**config.mk**
```make
export PLATFORM = sky130hd
export DESIGN_NAME = reset_sequencer
export DESIGN_NICKNAME = d
export VERILOG_FILES = /design/src/common/rst_seq_pkg.sv /design/src/hdl/press_debouncer.sv /design/src/hdl/reset_sequencer.sv
export VERILOG_INCLUDE_DIRS = /design/src /design/src/common
export SDC_FILE = /design/constraint.sdc
export NUM_CORES = 1
export LEC_CHECK = 0
export BUFFER_PORTS_ARGS = -buffer_cell sky130_fd_sc_hd__buf_2
export CAP_MARGIN = 20
export CORE_UTILIZATION = 55
export CTS_CLUSTER_SIZE = 24
export DETAILED_ROUTE_END_ITERATION = 16
export GPL_TIMING_DRIVEN = 1
export PLACE_DENSITY = 0.74
export SYNTH_ARGS = -nofsm -noshare
export SYNTH_HDL_FRONTEND = slang
export SYNTH_SLANG_ARGS = --single-unit
export TNS_END_PERCENT = 1
```
**constraint.sdc**
```tcl
create_clock -name CLK -period 2.2 [get_ports CLK]
set_clock_uncertainty 0.1 [all_clocks]
set_input_delay 0.44 -clock CLK [delete_from_list [all_inputs] [get_ports CLK]]
set_output_delay 0.44 -clock CLK [all_outputs]
set_load 0.01 [all_outputs]
```
**src/common/rst_seq_defines.svh**
```systemverilog
`ifndef RST_SEQ_DEFINES_SVH
`define RST_SEQ_DEFINES_SVH

// ----------------------------------------------------------------
// three-state pin codes (low, open, high)
// ----------------------------------------------------------------
`define SEL_LOW           2'h0
`define SEL_OPEN          2'h1
`define SEL_HIGH          2'h2

// ----------------------------------------------------------------
// timing figures
// ----------------------------------------------------------------
`define CLK_HZ            20000000
`define MS_PER_S          1000
`define PRESS_MIN_MS      1
`define DIP_IGNORE_MS     2
`define T1_LOW_MS         10
`define T1_OPEN_MS        20
`define T1_HIGH_MS        50
`define MULT_OUT2         5
`define MULT_OUT3         10

// ----------------------------------------------------------------
// tolerance percentages
// ----------------------------------------------------------------
`define TOL_HIGH_PCT      5
`define TOL_LOW_PCT       10
`define TOL_OPEN_5V_PCT   15
`define TOL_OPEN_3V3_PCT  20

// ----------------------------------------------------------------
// reset values
// ----------------------------------------------------------------
`define REL_RESET         3'h0
`define SEL_RESET         2'h0

`endif

```
**src/common/rst_seq_pkg.sv**
```systemverilog
package rst_seq_pkg;

    // sequencer phase
    typedef enum logic [1:0] {
        ST_HOLD,
        ST_COUNT,
        ST_DONE
    } seq_state_t;

    // two-bit code of a three-state strap pin
    typedef logic [1:0] sel_code_t;

endpackage

```
**src/hdl/press_debouncer.sv**
```systemverilog
`timescale 1ns/1ps
`include "rst_seq_defines.svh"

// ----------------------------------------------------------------
// level debouncer: output follows input once stable for DEB_CYCLES
// ----------------------------------------------------------------
module press_debouncer
#(
    parameter int DEB_CYCLES = 20000
)
(
    // clock and reset
    input  wire logic clk,
    input  wire logic rst,
    // raw and filtered button level, low when pressed
    input  wire logic raw_n,
    output logic      level_n
);
    localparam int CW = $clog2(DEB_CYCLES + 1);

    logic [CW-1:0] cnt_r;
    logic          level_n_r;

    assign level_n = level_n_r;

    // count cycles of disagreement; any bounce back restarts the count
    always_ff @(posedge clk or posedge rst)
    begin
        if (rst)
        begin
            cnt_r <= '0;
        end
        else if (raw_n == level_n_r)
        begin
            cnt_r <= '0;
        end
        else if (cnt_r == CW'(DEB_CYCLES - 1))
        begin
            cnt_r <= '0;
        end
        else
        begin
            cnt_r <= cnt_r + CW'(1);
        end
    end

    // flip only after a full stable window
    always_ff @(posedge clk or posedge rst)
    begin
        if (rst)
        begin
            level_n_r <= 1'b1;
        end
        else if (raw_n != level_n_r && cnt_r == CW'(DEB_CYCLES - 1))
        begin
            level_n_r <= raw_n;
        end
    end

    AST_DEB_WINDOW: assert property (
        @(posedge clk) disable iff (rst)
        $changed(level_n_r) |-> $past(cnt_r) == CW'(DEB_CYCLES - 1)
    ) else $error("debounced level changed before full window");

endmodule

```
**src/hdl/reset_sequencer.sv**
```systemverilog
`timescale 1ns/1ps
`include "rst_seq_defines.svh"

// Contract
// - supply out of tolerance drives all three reset outputs low together.
// - on recovery, output 1 releases first, then output 2, then output 3.
// - released outputs stay high until a supply fault or manual reset.
// - at power-up all outputs held until supply good, then timed release.
// - tolerance select captured only below lowest trip, frozen above it.
// - tolerance pin high 5%, low 10%, open 15% or 20% by variant.
// - manual reset accepted while any reset output is inactive.
// - while an accepted press stays low, all outputs are forced low.
// - button release starts the same ordered timed release as recovery.
// - button input is debounced so bounce makes no spurious cycles.
// - delay select low, open or high picks one of three delay sets.
// - output 1 held at least 10, 20 or 50 ms for low, open, high.
// - all delays come from one clock through one divider chain.
// - output 2 delay is five times, output 3 ten times, output 1 delay.
// - supply dips shorter than 2 ms are ignored.
module reset_sequencer
    import rst_seq_pkg::*;
#(
    parameter int  MS_CYCLES   = `CLK_HZ / `MS_PER_S,
    parameter int  PRESS_CYC   = `PRESS_MIN_MS * (`CLK_HZ / `MS_PER_S),
    parameter int  DIP_CYC     = `DIP_IGNORE_MS * (`CLK_HZ / `MS_PER_S),
    parameter int  MS_W        = 10,
    parameter bit  VARIANT_3V3 = 1'b0
)
(
    // clock and reset
    input  wire logic       CLK,
    input  wire logic       SYS_RST,
    // supply comparator
    input  wire logic       POWER_GOOD,
    input  wire logic       SUPPLY_ABOVE_MIN,
    // straps, coded low / open / high
    input  wire sel_code_t  DELAY_SELECT,
    input  wire sel_code_t  TOLERANCE_SELECT,
    // pushbutton, low when pressed
    input  wire logic       MANUAL_RESET_N,
    // tolerance chosen for the comparator
    output logic [4:0]      TRIP_TOLERANCE_PCT,
    // sequenced resets, active low
    output logic            SEQ_RESET_OUT_1_N,
    output logic            SEQ_RESET_OUT_2_N,
    output logic            SEQ_RESET_OUT_3_N
);
    localparam int PW = $clog2(MS_CYCLES + 1);
    localparam int DW = $clog2(DIP_CYC + 1);

    // ------------------------------------------------------------
    // decode functions
    // ------------------------------------------------------------

    // first delay in ms for a delay strap code
    function automatic logic [MS_W-1:0] t1_ms(input sel_code_t s);
        logic [MS_W-1:0] v;
        v = MS_W'(`T1_OPEN_MS);
        unique case (s)
            `SEL_LOW:  v = MS_W'(`T1_LOW_MS);
            `SEL_HIGH: v = MS_W'(`T1_HIGH_MS);
            default:   v = MS_W'(`T1_OPEN_MS);
        endcase
        return v;
    endfunction

    // tolerance percentage for a tolerance strap code
    function automatic logic [4:0] tol_pct(input sel_code_t s);
        logic [4:0] v;
        v = VARIANT_3V3 ? 5'(`TOL_OPEN_3V3_PCT) : 5'(`TOL_OPEN_5V_PCT);
        unique case (s)
            `SEL_HIGH: v = 5'(`TOL_HIGH_PCT);
            `SEL_LOW:  v = 5'(`TOL_LOW_PCT);
            default:   v = VARIANT_3V3 ? 5'(`TOL_OPEN_3V3_PCT)
                                       : 5'(`TOL_OPEN_5V_PCT);
        endcase
        return v;
    endfunction

    // ------------------------------------------------------------
    // state
    // ------------------------------------------------------------
    seq_state_t      state_r;
    seq_state_t      state_nxt;
    logic [PW-1:0]   pre_r;
    logic [MS_W-1:0] ms_r;
    logic [DW-1:0]   dip_r;
    logic            fail_r;
    logic            mr_hold_r;
    logic            press_n;
    logic            press_n_d_r;
    logic [2:0]      rel_r;
    logic [2:0]      rel_nxt;
    sel_code_t       dsel_r;
    sel_code_t       tol_r;
    logic            hold;
    logic            tick;
    logic [MS_W-1:0] lim1;
    logic [MS_W-1:0] lim2;
    logic [MS_W-1:0] lim3;

    assign hold = fail_r | mr_hold_r;
    assign tick = (pre_r == PW'(MS_CYCLES - 1));
    assign lim1 = t1_ms(dsel_r);
    assign lim2 = MS_W'(`MULT_OUT2) * lim1;
    assign lim3 = MS_W'(`MULT_OUT3) * lim1;

    // ------------------------------------------------------------
    // pushbutton
    // ------------------------------------------------------------

    // one-millisecond qualification window doubles as debounce
    press_debouncer
    #(
        .DEB_CYCLES (PRESS_CYC)
    )
    u_press
    (
        .clk        (CLK),
        .rst        (SYS_RST),
        .raw_n      (MANUAL_RESET_N),
        .level_n    (press_n)
    );

    always_ff @(posedge CLK or posedge SYS_RST)
    begin
        if (SYS_RST)
        begin
            press_n_d_r <= 1'b1;
        end
        else
        begin
            press_n_d_r <= press_n;
        end
    end

    // a press counts only while some output is released
    // holding then keeps everything low until release
    always_ff @(posedge CLK or posedge SYS_RST)
    begin
        if (SYS_RST)
        begin
            mr_hold_r <= 1'b0;
        end
        else if (!press_n && press_n_d_r && (|rel_r))
        begin
            mr_hold_r <= 1'b1;
        end
        else if (press_n)
        begin
            mr_hold_r <= 1'b0;
        end
    end

    // ------------------------------------------------------------
    // supply monitor
    // ------------------------------------------------------------

    // short dips are swallowed; a long one latches the fault
    always_ff @(posedge CLK or posedge SYS_RST)
    begin
        if (SYS_RST)
        begin
            dip_r <= '0;
        end
        else if (POWER_GOOD)
        begin
            dip_r <= '0;
        end
        else if (dip_r != DW'(DIP_CYC - 1))
        begin
            dip_r <= dip_r + DW'(1);
        end
    end

    // fault assumed at reset so power-up starts held
    always_ff @(posedge CLK or posedge SYS_RST)
    begin
        if (SYS_RST)
        begin
            fail_r <= 1'b1;
        end
        else if (!POWER_GOOD && dip_r == DW'(DIP_CYC - 1))
        begin
            fail_r <= 1'b1;
        end
        else if (POWER_GOOD)
        begin
            fail_r <= 1'b0;
        end
    end

    // tolerance strap is followed only below the lowest trip point
    always_ff @(posedge CLK or posedge SYS_RST)
    begin
        if (SYS_RST)
        begin
            tol_r <= `SEL_RESET;
        end
        else if (!SUPPLY_ABOVE_MIN)
        begin
            tol_r <= TOLERANCE_SELECT;
        end
    end

    // registered so the comparator never sees a strap glitch
    always_ff @(posedge CLK or posedge SYS_RST)
    begin
        if (SYS_RST)
        begin
            TRIP_TOLERANCE_PCT <= 5'h00;
        end
        else
        begin
            TRIP_TOLERANCE_PCT <= tol_pct(tol_r);
        end
    end

    // ------------------------------------------------------------
    // divider chain and sequence
    // ------------------------------------------------------------

    // delay strap is followed while held, frozen once counting
    always_ff @(posedge CLK or posedge SYS_RST)
    begin
        if (SYS_RST)
        begin
            dsel_r <= `SEL_RESET;
        end
        else if (state_r == ST_HOLD)
        begin
            dsel_r <= DELAY_SELECT;
        end
    end

    // one prescaler feeds the ms counter for all three delays
    always_ff @(posedge CLK or posedge SYS_RST)
    begin
        if (SYS_RST)
        begin
            pre_r <= '0;
            ms_r  <= '0;
        end
        else if (hold || state_r != ST_COUNT)
        begin
            pre_r <= '0;
            ms_r  <= '0;
        end
        else if (tick)
        begin
            pre_r <= '0;
            ms_r  <= ms_r + MS_W'(1);
        end
        else
        begin
            pre_r <= pre_r + PW'(1);
        end
    end

    // phase control
    always_comb
    begin
        state_nxt = state_r;
        unique case (state_r)
            ST_HOLD:  if (!hold) state_nxt = ST_COUNT;
            ST_COUNT: if (hold) state_nxt = ST_HOLD;
                      else if (ms_r >= lim3) state_nxt = ST_DONE;
            ST_DONE:  if (hold) state_nxt = ST_HOLD;
        endcase
    end

    always_ff @(posedge CLK or posedge SYS_RST)
    begin
        if (SYS_RST)
        begin
            state_r <= ST_HOLD;
        end
        else
        begin
            state_r <= state_nxt;
        end
    end

    // each output releases when its own multiple is reached
    always_comb
    begin
        rel_nxt = rel_r;
        if (hold)
        begin
            rel_nxt = `REL_RESET;
        end
        else if (state_r == ST_COUNT)
        begin
            rel_nxt[0] = (ms_r >= lim1);
            rel_nxt[1] = (ms_r >= lim2);
            rel_nxt[2] = (ms_r >= lim3);
        end
    end

    always_ff @(posedge CLK or posedge SYS_RST)
    begin
        if (SYS_RST)
        begin
            rel_r <= `REL_RESET;
        end
        else
        begin
            rel_r <= rel_nxt;
        end
    end

    // gated by hold so a fault pulls every line the same cycle
    assign SEQ_RESET_OUT_1_N = rel_r[0] & ~hold;
    assign SEQ_RESET_OUT_2_N = rel_r[1] & ~hold;
    assign SEQ_RESET_OUT_3_N = rel_r[2] & ~hold;

    // ------------------------------------------------------------
    // checks
    // ------------------------------------------------------------
    AST_FAIL_ALL_LOW: assert property (
        @(posedge CLK) disable iff (SYS_RST)
        fail_r |-> (!SEQ_RESET_OUT_1_N && !SEQ_RESET_OUT_2_N
                   && !SEQ_RESET_OUT_3_N) ##1 (rel_r == `REL_RESET)
    ) else $error("output high during supply fault");

    AST_ORDER: assert property (
        @(posedge CLK) disable iff (SYS_RST)
        (SEQ_RESET_OUT_2_N |-> SEQ_RESET_OUT_1_N)
        and (SEQ_RESET_OUT_3_N |-> SEQ_RESET_OUT_2_N)
    ) else $error("outputs released out of order");

    AST_STAY_HIGH: assert property (
        @(posedge CLK) disable iff (SYS_RST)
        $fell(SEQ_RESET_OUT_3_N) |-> hold
    ) else $error("released output fell without cause");

    AST_HOLD_LOW: assert property (
        @(posedge CLK) disable iff (SYS_RST)
        state_r == ST_HOLD |-> !SEQ_RESET_OUT_1_N
    ) else $error("output released while held");

    AST_TOL_FROZEN: assert property (
        @(posedge CLK) disable iff (SYS_RST)
        SUPPLY_ABOVE_MIN && $past(SUPPLY_ABOVE_MIN) |-> $stable(tol_r)
    ) else $error("tolerance changed above trip point");

    AST_MR_FORCE: assert property (
        @(posedge CLK) disable iff (SYS_RST)
        mr_hold_r && !press_n |=> !SEQ_RESET_OUT_1_N
    ) else $error("output high while button held");

    AST_MR_RESTART: assert property (
        @(posedge CLK) disable iff (SYS_RST)
        $fell(mr_hold_r) && !fail_r |=> state_r == ST_COUNT && ms_r == 0
    ) else $error("release did not restart sequence");

    AST_T1_TIME: assert property (
        @(posedge CLK) disable iff (SYS_RST)
        $rose(SEQ_RESET_OUT_1_N) |-> ms_r == lim1
    ) else $error("output 1 released at wrong time");

    AST_T2_TIME: assert property (
        @(posedge CLK) disable iff (SYS_RST)
        $rose(SEQ_RESET_OUT_2_N) |-> ms_r == MS_W'(`MULT_OUT2) * lim1
    ) else $error("output 2 released at wrong time");

    AST_DIP_FILTER: assert property (
        @(posedge CLK) disable iff (SYS_RST)
        $rose(fail_r) |-> $past(dip_r) == DW'(DIP_CYC - 1)
    ) else $error("fault raised before dip window");

endmodule

```
==> results of run 1 <==
metrics by stage:
| step | std cells | util, % | instance area [um2] | setup WS, ns |
|---|---|---|---|---|
| after floorplan | 381 | - | 3750 | 0.146 |
| after global placement | 472 | 61.3 | 3960 | 0.147 |
| after detailed placement | 472 | 61.3 | 3960 | 0.0301 |
| after CTS | 489 | 64.1 | 4140 | 0.0501 |
| after global routing | 489 | 64.6 | 4180 | -0.0395 |
| final | 489 | 64.6 | 4180 | 0.0372 |
layout make-up:
class	count	area, um2	area share, %
Multi-Input combinational cell	287	1900	45.5
Sequential cell	71	1780	42.6
Timing Repair Buffer	26	173	4.14
Clock buffer	11	141	3.39
Tap cell	77	96.3	2.31
Inverter	12	48.8	1.17
Clock inverter	5	33.8	0.809
worst min-delay path, cell delays in order:
cell	delay (ns)
buf_2	0.07
nand2_1	0.04
o21ai_0	0.06
registers in the layout (all words and copies together), names as in the netlist:
signal,flops
dip_r,16
pre_r,15
fail_r,1
dsel_r,2
state_r,2
press_n_d_r,1
tol_r,2
TRIP_TOLERANCE_PCT,2
u_press.level_n,1
mr_hold_r,1
u_press.cnt_r,15
rel_r,3
ms_r,10
placed cells by master (no fill, tap or decap), types with 3 or more instances in the layout:
| master | Yosys | routed |
|---|---|---|
| nand3_1 | 16 | 16 |
| nor3b_1 | 4 | 4 |
| nand2b_1 | 4 | 4 |
| dfstp_2 | 3 | 3 |
| mux2i_1 | 4 | 4 |
| xnor2_1 | 19 | 19 |
| a21oi_1 | 11 | 10 |
| xor2_1 | 22 | 22 |
| o21ai_0 | 9 | 9 |
| ha_1 | 23 | 22 |
| or2_2 | 3 | 3 |
| and3_1 | 16 | 16 |
| and4_1 | 5 | 5 |
| clkbuf_8 | 0 | 10 |
| clkinvlp_4 | 0 | 3 |
| and2_1 | 5 | 5 |
| nor2_1 | 52 | 52 |
| nor3_1 | 9 | 9 |
| o21bai_1 | 3 | 3 |
| buf_4 | 3 | 9 |
| nand4_1 | 11 | 11 |
| nor4_1 | 4 | 3 |
| or3_1 | 4 | 4 |
| a211oi_1 | 3 | 3 |
| a31oi_1 | 4 | 4 |
| nand2_1 | 33 | 32 |
| dfrtp_1 | 68 | 68 |
| inv_1 | 12 | 10 |
| mux2_2 | 4 | 4 |
| buf_2 | 0 | 15 |
kinds of logic after synthesis:
group,synth area share (%)
adder cells (fa/ha/maj),7.68
other,0.200
AND/OR/NAND/NOR,23.4
AO/OA/AOI/OAI,6.74
buffers and inverters,2.60
XOR/XNOR,9.58
multiplexers,2.27
flip-flops,47.5
timing repair:
action	in CTS	in global routing
endpoints found under the hold margin	17	0
hold buffers	1	0
setup endpoints to repair	1	2
pin swaps	0	2
gates resized for setup	1	5
gates cloned	0	0
report_power, final:
part	switching [mW]	leakage [nW]	internal [mW]
registers	0.0821	0.952	1.40
clock network	0.491	0.0853	0.438
logic	0.551	0.887	0.380
total	1.12	1.92	2.22
routing by layer:
metal | part of all wire [%] | up-vias | track usage (%)
met5 | 0 | - | 0
met3 | 2.9 | 6 | 5.41
met1 | 49 | 1327 | 28.0
met2 | 48 | 48 | 35.0
li1 | - | 1372 | -
met4 | 0.91 | 0 | 6.47
worst max path at each step:
stage | end | slack (ns) | cells after the start
final | state_r[1]$_DFFE_PP0P_ | 0.04 | 8
after global routing | state_r[1]$_DFFE_PP0P_ | -0.04 | 8
after CTS | state_r[1]$_DFFE_PP0P_ | 0.05 | 8
after detailed placement | state_r[1]$_DFFE_PP0P_ | 0.03 | 8
after global placement | state_r[1]$_DFFE_PP0P_ | 0.15 | 8
after floorplan | state_r[1]$_DFFE_PP0P_ | 0.15 | 8
cells in the mapped netlist, types with 5 or more instances:
| master | instances | share of area [%] |
|---|---|---|
| xnor2_1 | 19 | 4.4 |
| a21oi_1 | 11 | 1.5 |
| nor3_1 | 9 | 1.2 |
| dfrtp_1 | 68 | 45 |
| ha_1 | 23 | 7.7 |
| o21ai_0 | 9 | 1.2 |
| and3_1 | 16 | 2.7 |
| xor2_1 | 22 | 5.1 |
| nand4_1 | 11 | 1.8 |
| nand3_1 | 16 | 2.1 |
| nand2_1 | 33 | 3.3 |
| nor2_1 | 52 | 5.2 |
| clkbuf_1 | 7 | 0.70 |
| inv_1 | 12 | 1.2 |
| and4_1 | 5 | 1.2 |
| and2_1 | 5 | 0.83 |
==> flow_summary.json, run 1 <==
{
  "fin_crit_sh_pct": 98.3,
  "holdPathStages": 3,
  "clk_pin_slew_ns": 0.08,
  "critPathLaunch": "dsel_r[0]$_DFFE_PP0N_",
  "cts_setup_buffers": 0,
  "die_area_mm2": 0.00715,
  "max_cap_viol_count": 0,
  "io_pins": 17,
  "dpl.hpwl_mm": 4.78,
  "crit_family": "simple AND/OR/NAND/NOR gates",
  "status": "finished with violations",
  "crit_chain": "inv_2, nand2_2, ha_4, nand4b_1, or4_1, o211ai_1, a21oi_2, o32ai_2",
  "gp_congestion": 0.861,
  "reg2reg_from": "dsel_r[0]$_DFFE_PP0N_",
  "track_usage_pct": 21.3,
  "min_from": "DELAY_SELECT[0]",
  "clk_path_buf_depth": 2,
  "drv_slew": 0,
  "wl_mm": 6.96,
  "insertion_delay_ns": 0.34,
  "power_density_mw_per_mm2": 801,
  "max_stage_delay_ns": 0.46,
  "overflow": 0,
  "ys.flop_type": "dfrtp_1",
  "hp-class": "input pin to flop",
  "rsz0062_at_grt": "true",
  "post_drt_wl_per_cell_um": 14.2,
  "timing.rr.end": "state_r[1]$_DFFE_PP0P_",
  "ys_warn_count": 0,
  "async_reset_ff_share_pct": 100,
  "io_buffers": 15,
  "end_kind": "flop",
  "start_util_pct": 58.0,
  "total_power_mw": 3.34,
  "nNetsFinal": 439,
  "finalCriticalPeriod_ns": 2.16,
  "numClockSinks": 71,
  "crit_fanout": 6,
  "dr.pass1.iters": 10,
  "via_per_inst": 5.63,
  "num-fill-cells": 505,
  "syn_inst": 381,
  "synth_seq_cells": 71,
  "cp-start-kind": "flop",
  "worstSetupPathType": "flop to flop",
  "cts_root_buf": "clkbuf_8",
  "slowest_stage": "or4_1",
  "cts_made_buffers": 9,
  "die_h_um": 84.5,
  "crit_buf_inv": 1,
  "grt_pass1_vias": 2635,
  "cts_tree": "yes",
  "drt_first_iter_violations": 148,
  "grt_antenna_before_repair": 0,
  "cp.arrival_ns": 2.31,
  "htreeDepth": 3,
  "vdd_ir_drop_max_v": 0.000501,
  "max_freq_ghz": 0.462,
  "vias": 2753,
  "finalSetupTns_ns": 0,
  "grt_first_pass_wirelength_mm": 12.0,
  "core_region_area_mm2": 0.00646,
  "drc": 3,
  "synthToLayoutAreaGrowth_pct": 11.4,
  "antenna-diode-count": 0,
  "avgSynthCellArea_um2": 9.84,
  "worst_r2r_path_depth": 8,
  "finalHoldViolCount": 0,
  "synth_edf_count": 0,
  "syn_nets": 413,
  "critPathRequiredTime_ns": 2.35,
  "ant_nets": 0,
  "synth_cell_types": 43,
  "yosysSeqAreaShare_pct": 47.5,
  "hold-path-endpoint": "dsel_r[0]$_DFFE_PP0N_",
  "die_w_um": 84.5,
  "violations": "DRC",
  "drive_gt1_share_pct": 14.8,
  "grt_start_max_net_pins": 55,
  "ff2ff_setup_slack_ns": 0.04,
  "syn_area_mm2": 0.00375,
  "rows": 29,
  "setup_viol": 0,
  "whs_ns": 0.207,
  "power_leakage_nw": 1.92
}
Power figures use the tool's default switching activity.
==> run 2: changes to the inputs <==
--- a/config.mk
+++ b/config.mk
@@ -12,8 +12,11 @@
 export CTS_CLUSTER_SIZE = 24
 export DETAILED_ROUTE_END_ITERATION = 16
 export GPL_TIMING_DRIVEN = 1
+export MAX_ROUTING_LAYER = met4
 export PLACE_DENSITY = 0.74
+export SKIP_CTS_REPAIR_TIMING = 1
 export SYNTH_ARGS = -nofsm -noshare
 export SYNTH_HDL_FRONTEND = slang
+export SYNTH_HIERARCHICAL = 1
 export SYNTH_SLANG_ARGS = --single-unit
 export TNS_END_PERCENT = 1
==> flow_summary.json, run 2 <==
{
  "grt_antenna_before_repair": 0,
  "vias": 2827,
  "vdd_ir_drop_max_v": 0.000389,
  "start_util_pct": 56.9,
  "wl_mm": 6.92,
  "layout_commonest_cell": "dfrtp_1",
  "max_freq_ghz": 0.486,
  "yosysSeqAreaShare_pct": 46.4,
  "synth_top_area_share_pct": 44.3,
  "tightest_slew_ns": 0.600,
  "worstSetupPathType": "flop to output port",
  "yosys-top-cells-area": "dfrtp_1 44%, ha_1 7.5%, xnor2_1 7.3%, nor2_1 6.0%, nand2_1 2.4%",
  "die_area_mm2": 0.00732,
  "io_buffers": 15,
  "grt_pass1_vias": 2851,
  "yosysTopAreaCell": "dfrtp_1",
  "numClockSinks": 71,
  "track_usage_pct": 22.4,
  "core_region_area_mm2": 0.00676,
  "clk_path_buf_depth": 2,
  "cp.arrival_ns": 1.52,
  "ys.flop_type": "dfrtp_1",
  "antenna-diode-count": 0,
  "dpl.hpwl_mm": 4.88,
  "max_stage_delay_ns": 0.40,
  "setup_viol": 0,
  "critPathRequiredTime_ns": 1.66,
  "syn_nets": 422,
  "final_util_pct": 63.2,
  "crit_chain": "nor2_1, and2_1, buf_2",
  "total_power_mw": 3.22,
  "max_cap_viol_count": 0,
  "syn_inst": 390,
  "cts_made_buffers": 9,
  "synth_cell_types": 50,
  "grt_first_pass_wirelength_mm": 12.5,
  "gp_congestion": 0.857,
  "synth_seq_cells": 71,
  "yosysMostFrequentCell": "dfrtp_1",
  "end_kind": "output port",
  "cts_tree": "yes",
  "die_w_um": 85.6,
  "fin_crit_sh_pct": 93.5,
  "layout_common_cells": "68 x dfrtp_1, 61 x nor2_1, 32 x xnor2_1",
  "cts_root_buf": "clkbuf_8",
  "insertion_delay_ns": 0.36,
  "drv_slew": 0,
  "syn_area_mm2": 0.00384,
  "grt_start_max_net_pins": 52,
  "p_sw_share_pct": 31.2,
  "nNetsFinal": 451,
  "overflow": 0,
  "power_density_mw_per_mm2": 753,
  "avgSynthCellArea_um2": 9.85,
  "slowest_stage": "nor2_1",
  "finalCriticalPeriod_ns": 2.06,
  "largest-register": "dip_r",
  "p_int_mw": 2.21,
  "die_h_um": 85.6,
  "ys_warn_count": 6,
  "post_drt_wl_per_cell_um": 13.7,
  "synthToLayoutAreaGrowth_pct": 11.2,
  "power.switching_mw": 1.00,
  "finalHoldViolCount": 0,
  "htreeDepth": 3,
  "num-fill-cells": 561,
  "rows": 30,
  "dr.pass1.iters": 4,
  "synth_edf_count": 0,
  "drive_gt1_share_pct": 15.1,
  "drc": 0,
  "crit_fanout": 9,
  "p_comb_share_pct": 22.3,
  "synth_common_cells": "68 x dfrtp_1, 61 x nor2_1, 32 x xnor2_1",
  "via_per_inst": 5.61,
  "clk_pin_slew_ns": 0.08,
  "async_reset_ff_share_pct": 100,
  "hp-class": "input pin to flop",
  "top_regs": "dip_r (16), pre_r (15), u_press/cnt_r (15)",
  "drt_first_iter_violations": 153,
  "power_leakage_nw": 1.93,
  "largest_reg_flops": 16,
  "status": "finished clean",
  "pwr-share-seq_pct": 45.9,
  "ant_nets": 0,
  "io_pins": 17,
  "cp-start-kind": "flop",
  "power.share.clock_pct": 31.7,
  "max-slew-margin-rel_pct": 60.0
}
run 2: cell count changes after synthesis, sizes merged, moves of 4 or more:
cell and change:
xor2 -12, nor3 +6, inv +6, clkbuf -4, nand2 -7, xnor2 +13, nor2 +9, nor4 +6
and3 -8, a21oi +4, and4 -4, a21o +4
run 2: power groups by stage:
stage                     Combinational (mW)  Sequential [mW]  Clock [mW]
after global routing                   0.821             1.49        1.11
after CTS                              0.703             1.47        1.04
after global placement                 0.680             1.49           0
final                                  0.718             1.48        1.02
after floorplan                        0.502             1.48           0
after detailed placement               0.704             1.50           0
run 2: routing by layer:
metal  track usage, %  vias up  part of all wire, %
met2             35.9       52                   48
met4             10.2        0                  1.8
met3             4.04       11                  2.8
li1                 -     1414                    -
met1             27.7     1350                   47
met5                -        -                    0
run 2: layout make-up:
cell class / count / area (um2) / area share [%]
timing repair buffer: 27 / 180 / 4.22
inverter: 18 / 67.6 / 1.58
clock buffer: 10 / 128 / 2.99
multi-input combinational: 292 / 1950 / 45.8
clock inverter: 6 / 61.3 / 1.44
tap: 80 / 100 / 2.34
sequential: 71 / 1780 / 41.7
run 2: cells by family after synthesis:
group	Yosys count	share of synthesized area (%)
AO/OA/AOI/OAI	41	6.51
XOR/XNOR	42	9.58
adder cells (fa/ha/maj)	23	7.49
buffers and inverters	27	3.16
flip-flops	71	46.4
multiplexers	7	2.05
other	2	0.196
AND/OR/NAND/NOR	177	24.7
run 2: critical path, delay by kind of cell, from the launching register on:
kind	cells	cell delay (ns)
simple gates	2	0.64
flops	1	0.38
buf+inv	1	0.14
run 2: path summary, 6_finish.rpt:
path	slack, ns	cells after the start	from	to
worst max register to register	0.15	8	dsel_r[0]$_DFFE_PP0N_	state_r[0]$_DFFE_PP0P_
worst min register to register	0.29	0	u_press/level_n$_DFFE_PP1P_	press_n_d_r$_DFF_PP1_
max in group asynchronous	0.98	3	SYS_RST	u_press/cnt_r[4]$_DFF_PP0_
worst min-delay path	0.19	3	DELAY_SELECT[0]	dsel_r[0]$_DFFE_PP0N_
worst max-delay path	0.14	3	mr_hold_r$_DFFE_PP0P_	SEQ_RESET_OUT_2_N
min in group asynchronous	0.42	3	SYS_RST	TRIP_TOLERANCE_PCT[2]$_DFF_PP0_
run 2: per-stage QoR:
step	cell area (um2)	setup TNS (ns)	worst slack (ns)	hold WS, ns	cells
after floorplan	3840	0	0.114	0.253	390
after global placement	4050	0	0.133	0.234	486
after detailed placement	4050	0	0.00756	0.237	486
after CTS	4240	-0.0202	-0.0202	-0.152	502
after global routing	4270	-0.0234	-0.0234	0.195	504
final	4270	0	0.143	0.193	504
